## config.mk

```make
export PLATFORM = sky130hd
export DESIGN_NAME = rdsr_device_flat
export DESIGN_NICKNAME = d
export VERILOG_FILES = /design/src/design/rdsr_pkg.sv /design/src/design/rdsr_link_if.sv /design/src/design/rdsr_device.sv /design/src/flat_wrapper.sv
export VERILOG_INCLUDE_DIRS = /design/src /design/src/design
export SDC_FILE = /design/constraint.sdc
export NUM_CORES = 1
export LEC_CHECK = 0
export ABC_AREA = 1
export BUFFER_PORTS_ARGS = -buffer_cell sky130_fd_sc_hd__buf_2
export CORE_ASPECT_RATIO = 1.1
export CORE_MARGIN = 5
export CORE_UTILIZATION = 30
export CTS_CLUSTER_DIAMETER = 80
export DETAILED_ROUTE_END_ITERATION = 6
export GPL_ROUTABILITY_DRIVEN = 0
export PLACE_DENSITY = 0.41
export SETUP_SLACK_MARGIN = 0.5
export SLEW_MARGIN = 25
export SYNTH_ARGS = -nofsm -noshare
export SYNTH_HDL_FRONTEND = slang
export SYNTH_SLANG_ARGS = --single-unit
```

## constraint.sdc

```tcl
create_clock -name clk_sys -period 90.7 [get_ports clk_sys]
set_input_delay 9.07 -clock clk_sys [delete_from_list [all_inputs] [get_ports clk_sys]]
set_output_delay 9.07 -clock clk_sys [all_outputs]
set_load 0.005 [all_outputs]
```

## src/design/rdsr_cfg.svh

```systemverilog
`ifndef RDSR_CFG_SVH
`define RDSR_CFG_SVH
// register lengths in bits
`define RDSR_HALF_LEN 1024
`define RDSR_FULL_LEN 2048
// phase timing in ns and derived clk_sys cycles at 50 MHz
`define RDSR_CLK_MHZ 50
`define RDSR_PHASE_LOW_NS 120
`define RDSR_PHASE_LOW_CYC ((`RDSR_PHASE_LOW_NS * `RDSR_CLK_MHZ + 999) / 1000)
`define RDSR_PHASE_GAP_NS 20
`define RDSR_PHASE_GAP_CYC ((`RDSR_PHASE_GAP_NS * `RDSR_CLK_MHZ + 999) / 1000)
`endif

```

## src/design/rdsr_pkg.sv

```systemverilog
`default_nettype none
package rdsr_pkg;
  typedef enum logic [1:0] {
    RDSR_DUAL = 2'b00,
    RDSR_DUAL_SEL = 2'b01,
    RDSR_SINGLE = 2'b10
  } rdsr_variant_t;
  typedef enum logic [2:0] {
    RDSR_IDLE = 3'b000,
    RDSR_PH1 = 3'b001,
    RDSR_GAP1 = 3'b010,
    RDSR_PH2 = 3'b011,
    RDSR_GAP2 = 3'b100
  } rdsr_seq_t;
endpackage : rdsr_pkg
`default_nettype wire

```

## src/design/rdsr_link_if.sv

```systemverilog
`default_nettype none
interface rdsr_link_if;
  logic phase1N;
  logic phase2N;
  logic loadControl;
  logic [1:0] dataA;
  logic [1:0] dataB;
  logic [1:0] inputSelectA;
  logic [1:0] inputSelectB;
  logic outA;
  logic outB;
  modport device (input phase1N, phase2N, loadControl, dataA, dataB, inputSelectA, inputSelectB,
    output outA, outB);
  modport host (output phase1N, phase2N, loadControl, dataA, dataB, inputSelectA, inputSelectB,
    input outA, outB);
endinterface : rdsr_link_if
`default_nettype wire

```

## src/design/rdsr_device.sv

```systemverilog
`include "rdsr_cfg.svh"
`default_nettype none
// Function
// dual variant: two 1024-bit registers, shared load
// load high recirculates, low takes new data
// selectable variant: two inputs, each own select
// single variant: one 2048-bit recirculating register
// host supplies two separate clock phases
// two interleaved halves, shift every phase pulse
// host keeps both phases running continuously; code: only while run is high, otherwise both stay high in RDSR_IDLE
// phase active when low, inactive high
// master captures one phase, slave the other; code: master follows in each phase, slave half latches as that same phase ends
// phases never both active; gap between them
// inputs stable around phase rising edge
// new output bit after phase falling edge
// recirculated output repeats with register length
module rdsr_device
  import rdsr_pkg::*;
#(
  parameter rdsr_variant_t VARIANT = RDSR_DUAL,
  parameter int HALF_LEN = `RDSR_HALF_LEN
) (
  // system
  input wire logic clk_sys,
  input wire logic rstn,
  // link
  rdsr_link_if.device link
);
  // half length set by variant
  localparam int HLEN = (VARIANT == RDSR_SINGLE) ? HALF_LEN : HALF_LEN / 2;
  localparam bit HAS_B = (VARIANT != RDSR_SINGLE);

  // phase pins after synchronising, plus one stage for edges
  logic [1:0] ph1Sync_q;
  logic [1:0] ph2Sync_q;
  logic ph1Prev_q;
  logic ph2Prev_q;
  // load control, data and selects after synchronising
  logic [1:0] lcSync_q;
  logic [1:0] dASync_q;
  logic [1:0] dBSync_q;
  logic [1:0] sASync_q;
  logic [1:0] sBSync_q;
  logic [1:0] dA2_q;
  logic [1:0] dB2_q;
  logic [1:0] sA2_q;
  logic [1:0] sB2_q;
  // two interleaved halves per register, each an array of cells
  logic [HLEN-1:0] evenA_q;
  logic [HLEN-1:0] oddA_q;
  logic [HLEN-1:0] evenB_q;
  logic [HLEN-1:0] oddB_q;
  // master stage of the cell being written
  logic masterA_q;
  logic masterB_q;
  logic outA_q;
  logic outB_q;
  logic ph1Active;
  logic ph2Active;
  logic fall1;
  logic fall2;
  logic rise1;
  logic rise2;
  logic inA;
  logic inB;
  logic tailA;
  logic tailB;

  // phase level went from inactive to active
  function automatic logic goneActive(input logic prev, input logic cur);
    goneActive = prev & ~cur;
  endfunction : goneActive

  // phase level went from active to inactive
  function automatic logic goneIdle(input logic prev, input logic cur);
    goneIdle = ~prev & cur;
  endfunction : goneIdle

  function automatic logic pickIn(input rdsr_variant_t v, input logic [1:0] d, input logic [1:0] s);
    // per-input select
    if (v == RDSR_DUAL_SEL) begin
      pickIn = (d[0] & s[0]) | (d[1] & s[1]);
    end else begin
      pickIn = d[0];
    end
  endfunction : pickIn

  // each half loops on itself, so the period is the full length
  function automatic logic tailOf(input logic phase1Side, input logic [HLEN-1:0] evenHalf,
    input logic [HLEN-1:0] oddHalf);
    if (phase1Side) begin
      tailOf = evenHalf[HLEN-1];
    end else begin
      tailOf = oddHalf[HLEN-1];
    end
  endfunction : tailOf

  // phase pins idle high: reset to the inactive level
  always_ff @(posedge clk_sys or negedge rstn) begin
    if (!rstn) begin
      ph1Sync_q <= 2'h3;
      ph2Sync_q <= 2'h3;
      ph1Prev_q <= 1'b1;
      ph2Prev_q <= 1'b1;
    end else begin
      ph1Sync_q <= {ph1Sync_q[0], link.phase1N};
      ph2Sync_q <= {ph2Sync_q[0], link.phase2N};
      ph1Prev_q <= ph1Sync_q[1];
      ph2Prev_q <= ph2Sync_q[1];
    end
  end

  // load control idles at recirculate
  always_ff @(posedge clk_sys or negedge rstn) begin
    if (!rstn) begin
      lcSync_q <= 2'h3;
    end else begin
      lcSync_q <= {lcSync_q[0], link.loadControl};
    end
  end

  // data pins: two flip-flops first
  always_ff @(posedge clk_sys or negedge rstn) begin
    if (!rstn) begin
      dASync_q <= 2'h0;
      dBSync_q <= 2'h0;
      dA2_q <= 2'h0;
      dB2_q <= 2'h0;
    end else begin
      dASync_q <= link.dataA;
      dBSync_q <= link.dataB;
      dA2_q <= dASync_q;
      dB2_q <= dBSync_q;
    end
  end

  // select pins: two flip-flops first
  always_ff @(posedge clk_sys or negedge rstn) begin
    if (!rstn) begin
      sASync_q <= 2'h0;
      sBSync_q <= 2'h0;
      sA2_q <= 2'h0;
      sB2_q <= 2'h0;
    end else begin
      sASync_q <= link.inputSelectA;
      sBSync_q <= link.inputSelectB;
      sA2_q <= sASync_q;
      sB2_q <= sBSync_q;
    end
  end

  // low is active
  assign ph1Active = ~ph1Sync_q[1];
  assign ph2Active = ~ph2Sync_q[1];
  assign fall1 = goneActive(ph1Prev_q, ph1Sync_q[1]);
  assign fall2 = goneActive(ph2Prev_q, ph2Sync_q[1]);
  assign rise1 = goneIdle(ph1Prev_q, ph1Sync_q[1]);
  assign rise2 = goneIdle(ph2Prev_q, ph2Sync_q[1]);

  assign tailA = tailOf(ph1Active, evenA_q, oddA_q);
  assign tailB = tailOf(ph1Active, evenB_q, oddB_q);
  // recirculate while load high
  assign inA = lcSync_q[1] ? tailA : pickIn(VARIANT, dA2_q, sA2_q);
  assign inB = lcSync_q[1] ? tailB : pickIn(VARIANT, dB2_q, sB2_q);

  // master follows the cell input while a phase is active
  always_ff @(posedge clk_sys) begin
    if (ph1Active || ph2Active) begin
      masterA_q <= inA;
      masterB_q <= inB;
    end
  end

  // slave halves take the master value as the phase ends
  always_ff @(posedge clk_sys) begin
    if (rise1) begin
      evenA_q <= {evenA_q[HLEN-2:0], masterA_q};
    end
    if (rise2) begin
      oddA_q <= {oddA_q[HLEN-2:0], masterA_q};
    end
  end

  // second register shares the phases and load control
  always_ff @(posedge clk_sys) begin
    if (rise1) begin
      evenB_q <= {evenB_q[HLEN-2:0], masterB_q};
    end
    if (rise2) begin
      oddB_q <= {oddB_q[HLEN-2:0], masterB_q};
    end
  end

  // output moves after a phase becomes active
  always_ff @(posedge clk_sys or negedge rstn) begin
    if (!rstn) begin
      outA_q <= 1'b0;
    end else if (fall1) begin
      outA_q <= evenA_q[HLEN-1];
    end else if (fall2) begin
      outA_q <= oddA_q[HLEN-1];
    end
  end

  // second output idles low in the single variant
  always_ff @(posedge clk_sys or negedge rstn) begin
    if (!rstn) begin
      outB_q <= 1'b0;
    end else if (fall1) begin
      outB_q <= HAS_B ? evenB_q[HLEN-1] : 1'b0;
    end else if (fall2) begin
      outB_q <= HAS_B ? oddB_q[HLEN-1] : 1'b0;
    end
  end

  assign link.outA = outA_q;
  assign link.outB = outB_q;
endmodule : rdsr_device
`default_nettype wire

```

## src/flat_wrapper.sv

```systemverilog
// flat-port wrapper written by rule: the top's interface ports become plain ports
module rdsr_device_flat import rdsr_pkg::*;
#(
  parameter rdsr_variant_t VARIANT = RDSR_DUAL,
  parameter int HALF_LEN = `RDSR_HALF_LEN
)
  (clk_sys, rstn, link_phase1N, link_phase2N, link_loadControl, link_dataA, link_dataB, link_inputSelectA, link_inputSelectB, link_outA, link_outB);
  rdsr_link_if link_i ();
  input wire logic clk_sys;
  input wire logic rstn;
  input wire logic [$bits(link_i.phase1N)-1:0] link_phase1N;
  input wire logic [$bits(link_i.phase2N)-1:0] link_phase2N;
  input wire logic [$bits(link_i.loadControl)-1:0] link_loadControl;
  input wire logic [$bits(link_i.dataA)-1:0] link_dataA;
  input wire logic [$bits(link_i.dataB)-1:0] link_dataB;
  input wire logic [$bits(link_i.inputSelectA)-1:0] link_inputSelectA;
  input wire logic [$bits(link_i.inputSelectB)-1:0] link_inputSelectB;
  output wire logic [$bits(link_i.outA)-1:0] link_outA;
  output wire logic [$bits(link_i.outB)-1:0] link_outB;
  assign link_i.phase1N = link_phase1N;
  assign link_i.phase2N = link_phase2N;
  assign link_i.loadControl = link_loadControl;
  assign link_i.dataA = link_dataA;
  assign link_i.dataB = link_dataB;
  assign link_i.inputSelectA = link_inputSelectA;
  assign link_i.inputSelectB = link_inputSelectB;
  assign link_outA = link_i.outA;
  assign link_outB = link_i.outB;
  rdsr_device #(.VARIANT(VARIANT), .HALF_LEN(HALF_LEN)) u_core (.clk_sys(clk_sys), .rstn(rstn), .link(link_i));
endmodule
```

==> results.yml <==
grt:
  grt_max_degree: 210
  grt_pass1_vias: 20228
  grt_pass1_wl_um: 114000
  grt_util_all_layers_pct: 6.39
  antenna_found_initial: 1
  overflow: 0
placed_design:
  dp_hpwl_um: 24400
  dp.cells: 4868
  portBuffers: 8
critical_path:
  r2r_cells: 7
  critPathCaptureType: "primary output"
  path_max_fanout: 2
  cpPeakStageDelay_ns: 0.37
  r2r_slack_ns: 85.83
  worst-setup-path-type: "register to primary output"
  crit_required_ns: 81.63
  critPathBufInv: 1
  startpoint_type: "register"
  slowest_stage: "dfrtp_1"
  reg2reg_to: "u_core.evenA_q[435]"
  crit_family: "flip-flops"
  worstPathCellList: "buf_2"
  worstPathArrival_ns: 1.30
  r2r-start: "u_core.ph1Sync_q[1]"
timing:
  setup_tns_ns: 0
  fmax_ghz: 0.0964
  setup_viol: 0
  maxSlewViolCount: 0
  rsz0062_at_grt: "no"
  period_share_pct: 11.4
  skew_ns: 0.0340
  hold_viol: 0
  fin_crit_ns: 10.37
  tightestPinTransition_ns: 0.997
  max_slew_margin_pct: 33.5
  holdWs_ns: 0.346
clock_network:
  path_clk_slew_ns: 0.06
  cts_buffers: 211
  cts_root_buf: "clkbuf_16"
  clock_latency_ns: 0.80
  cts_resized: 0
  cts_tree: "yes"
  cts_max_path_buffers: 3
  postCtsSetupBuffers: 0
  clkSinkCount: 2064
  h-tree-depth: 4
  cts_hold_buf: 0
routing:
  viasPerCell: 3.78
  drc_errors: 0
  num_vias: 19897
  wl_per_cell_um: 13.6
  first_iter_violations: 1542
  postRouteWirelength_um: 71400
  detail_route.first_pass.iterations: 4
  ant_nets: 0
floorplan:
  die_y_um: 487
  io_pins: 15
  start_util_pct: 30.1
  coreArea_um2: 206000
  dieArea_um2: 216000
  fp.dieW_um: 444
  rows: 175
yosys:
  synthDistinctLibCells: 11
  netlist_instances: 2095
  synth_top_cell_area_share_pct: 99.2
  synth_most_common_cell: "edfxtp_1"
  async_flop_share_pct: 0.678
  seq_area_frac_synth_pct: 99.8
  synth_area_leaders: "edfxtp_1, dfstp_2, dfrtp_1"
  yosys.area.top_type: "edfxtp_1"
  ys_ff_latch: 2064
  synth-edff-count: 2050
  syn-cell-area_um2: 62100
  synth.avg_cell_area_um2: 29.6
  synth.top_cells.by_count: "edfxtp_1, nand2_1, dfstp_2"
  syn_nets: 2108
  yosys_warnings: 0
  ys.flop_type: "edfxtp_1"
layout:
  final_util_pct: 35.2
  final_layout_size_suffix_gt1_share_pct: 13.3
  nets: 2353
  final_cells: 5263
  syn2layout_area_growth_pct: 16.9
run:
  max_cap_violations: 0
pwr:
  power_density_nw_per_um2: 26.2
  leakage_nw: 17.0
  irDropWorstVdd_v: 0.0000171
hold_path:
  hold_end: "u_core.dB2_q[0]"
  min_from: "u_core.dBSync_q[0]"
  hp-class: "register to register"
  hold_depth: 0
run_status:
  outcome: "complete, no violations"
-- how the worst max path moves through the flow --
stage,from,endpoint,slack (ns),cells after the start
5_1_grt,u_core.link.outA,link_outA,80.23,1
3_5_place_dp,u_core.link.outA,link_outA,81.15,1
3_3_place_gp,u_core.link.outB,link_outB,81.13,1
4_1_cts,u_core.link.outA,link_outA,80.23,1
2_1_floorplan,u_core.ph2Sync_q[1],u_core.oddA_q[0],45.00,2
6_report,u_core.link.outA,link_outA,80.33,1
-- cells by family (layout without fill, tap and decap cells) --
group	Yosys count	count (layout)	synth area share, %
buffers and inverters	7	430	0.0423
and+or+nand+nor	22	22	0.169
AOI/OAI and AO/OA	2	2	0.0202
DFF	2064	2064	99.8
other	0	2	0
-- sequential cells by signal (all words and copies together), names as in the netlist --
register          flops
u_core.dA2_q          1
u_core.dASync_q       1
u_core.dB2_q          1
u_core.dBSync_q       1
u_core.evenA_q      512
u_core.evenB_q      512
u_core.lcSync_q       2
u_core.link.outA      1
u_core.link.outB      1
u_core.masterA_q      1
u_core.masterB_q      1
u_core.oddA_q       512
u_core.oddB_q       512
u_core.ph1Prev_q      1
u_core.ph1Sync_q      2
u_core.ph2Prev_q      1
u_core.ph2Sync_q      2
-- routing by layer --
layer	vias up	track usage [%]	part of all wire, %
li1	9091	-	-
met1	10320	9.72	53
met2	280	8.02	38
met3	206	2.16	4.8
met4	0	3.17	3.7
met5	-	0	0
-- layout by cell type (no fill, tap or decap), drive strengths merged --
cell / n
dfrtp: 6
clkinvlp: 1
inv: 14
nor2: 4
bufinv: 16
clkinv: 104
diode: 2
edfxtp: 2050
dfstp: 8
nand2: 14
nand3: 4
a31oi: 2
buf: 32
clkbuf: 263
-- stage by stage --
step	total power [mW]	setup WS, ns	cell area, µm²
floorplan	1.15	45.00	62100
global placement	1.09	81.13	65800
detailed placement	1.10	81.15	65800
CTS	1.94	80.23	72500
global route	1.98	80.23	72500
finish	1.90	80.33	72500
-- power breakdown --
part	switching [mW]	internal [mW]
Clock	0.350	0.476
Combinational	0.0167	0.00138
Sequential	0.00208	1.05
Total	0.368	1.53
-- area by class of cell --
type                       count  area [µm²]
antenna                        2        5.00
inverter                       7        26.3
tap                         2743        3430
sequential                  2064       61900
timing repair buffer          32         302
clock buffer                 263        5480
multi-input combinational     24         133
fill                       18711      134000
clock inverter               128        1240
Power figures use the tool's default switching activity.
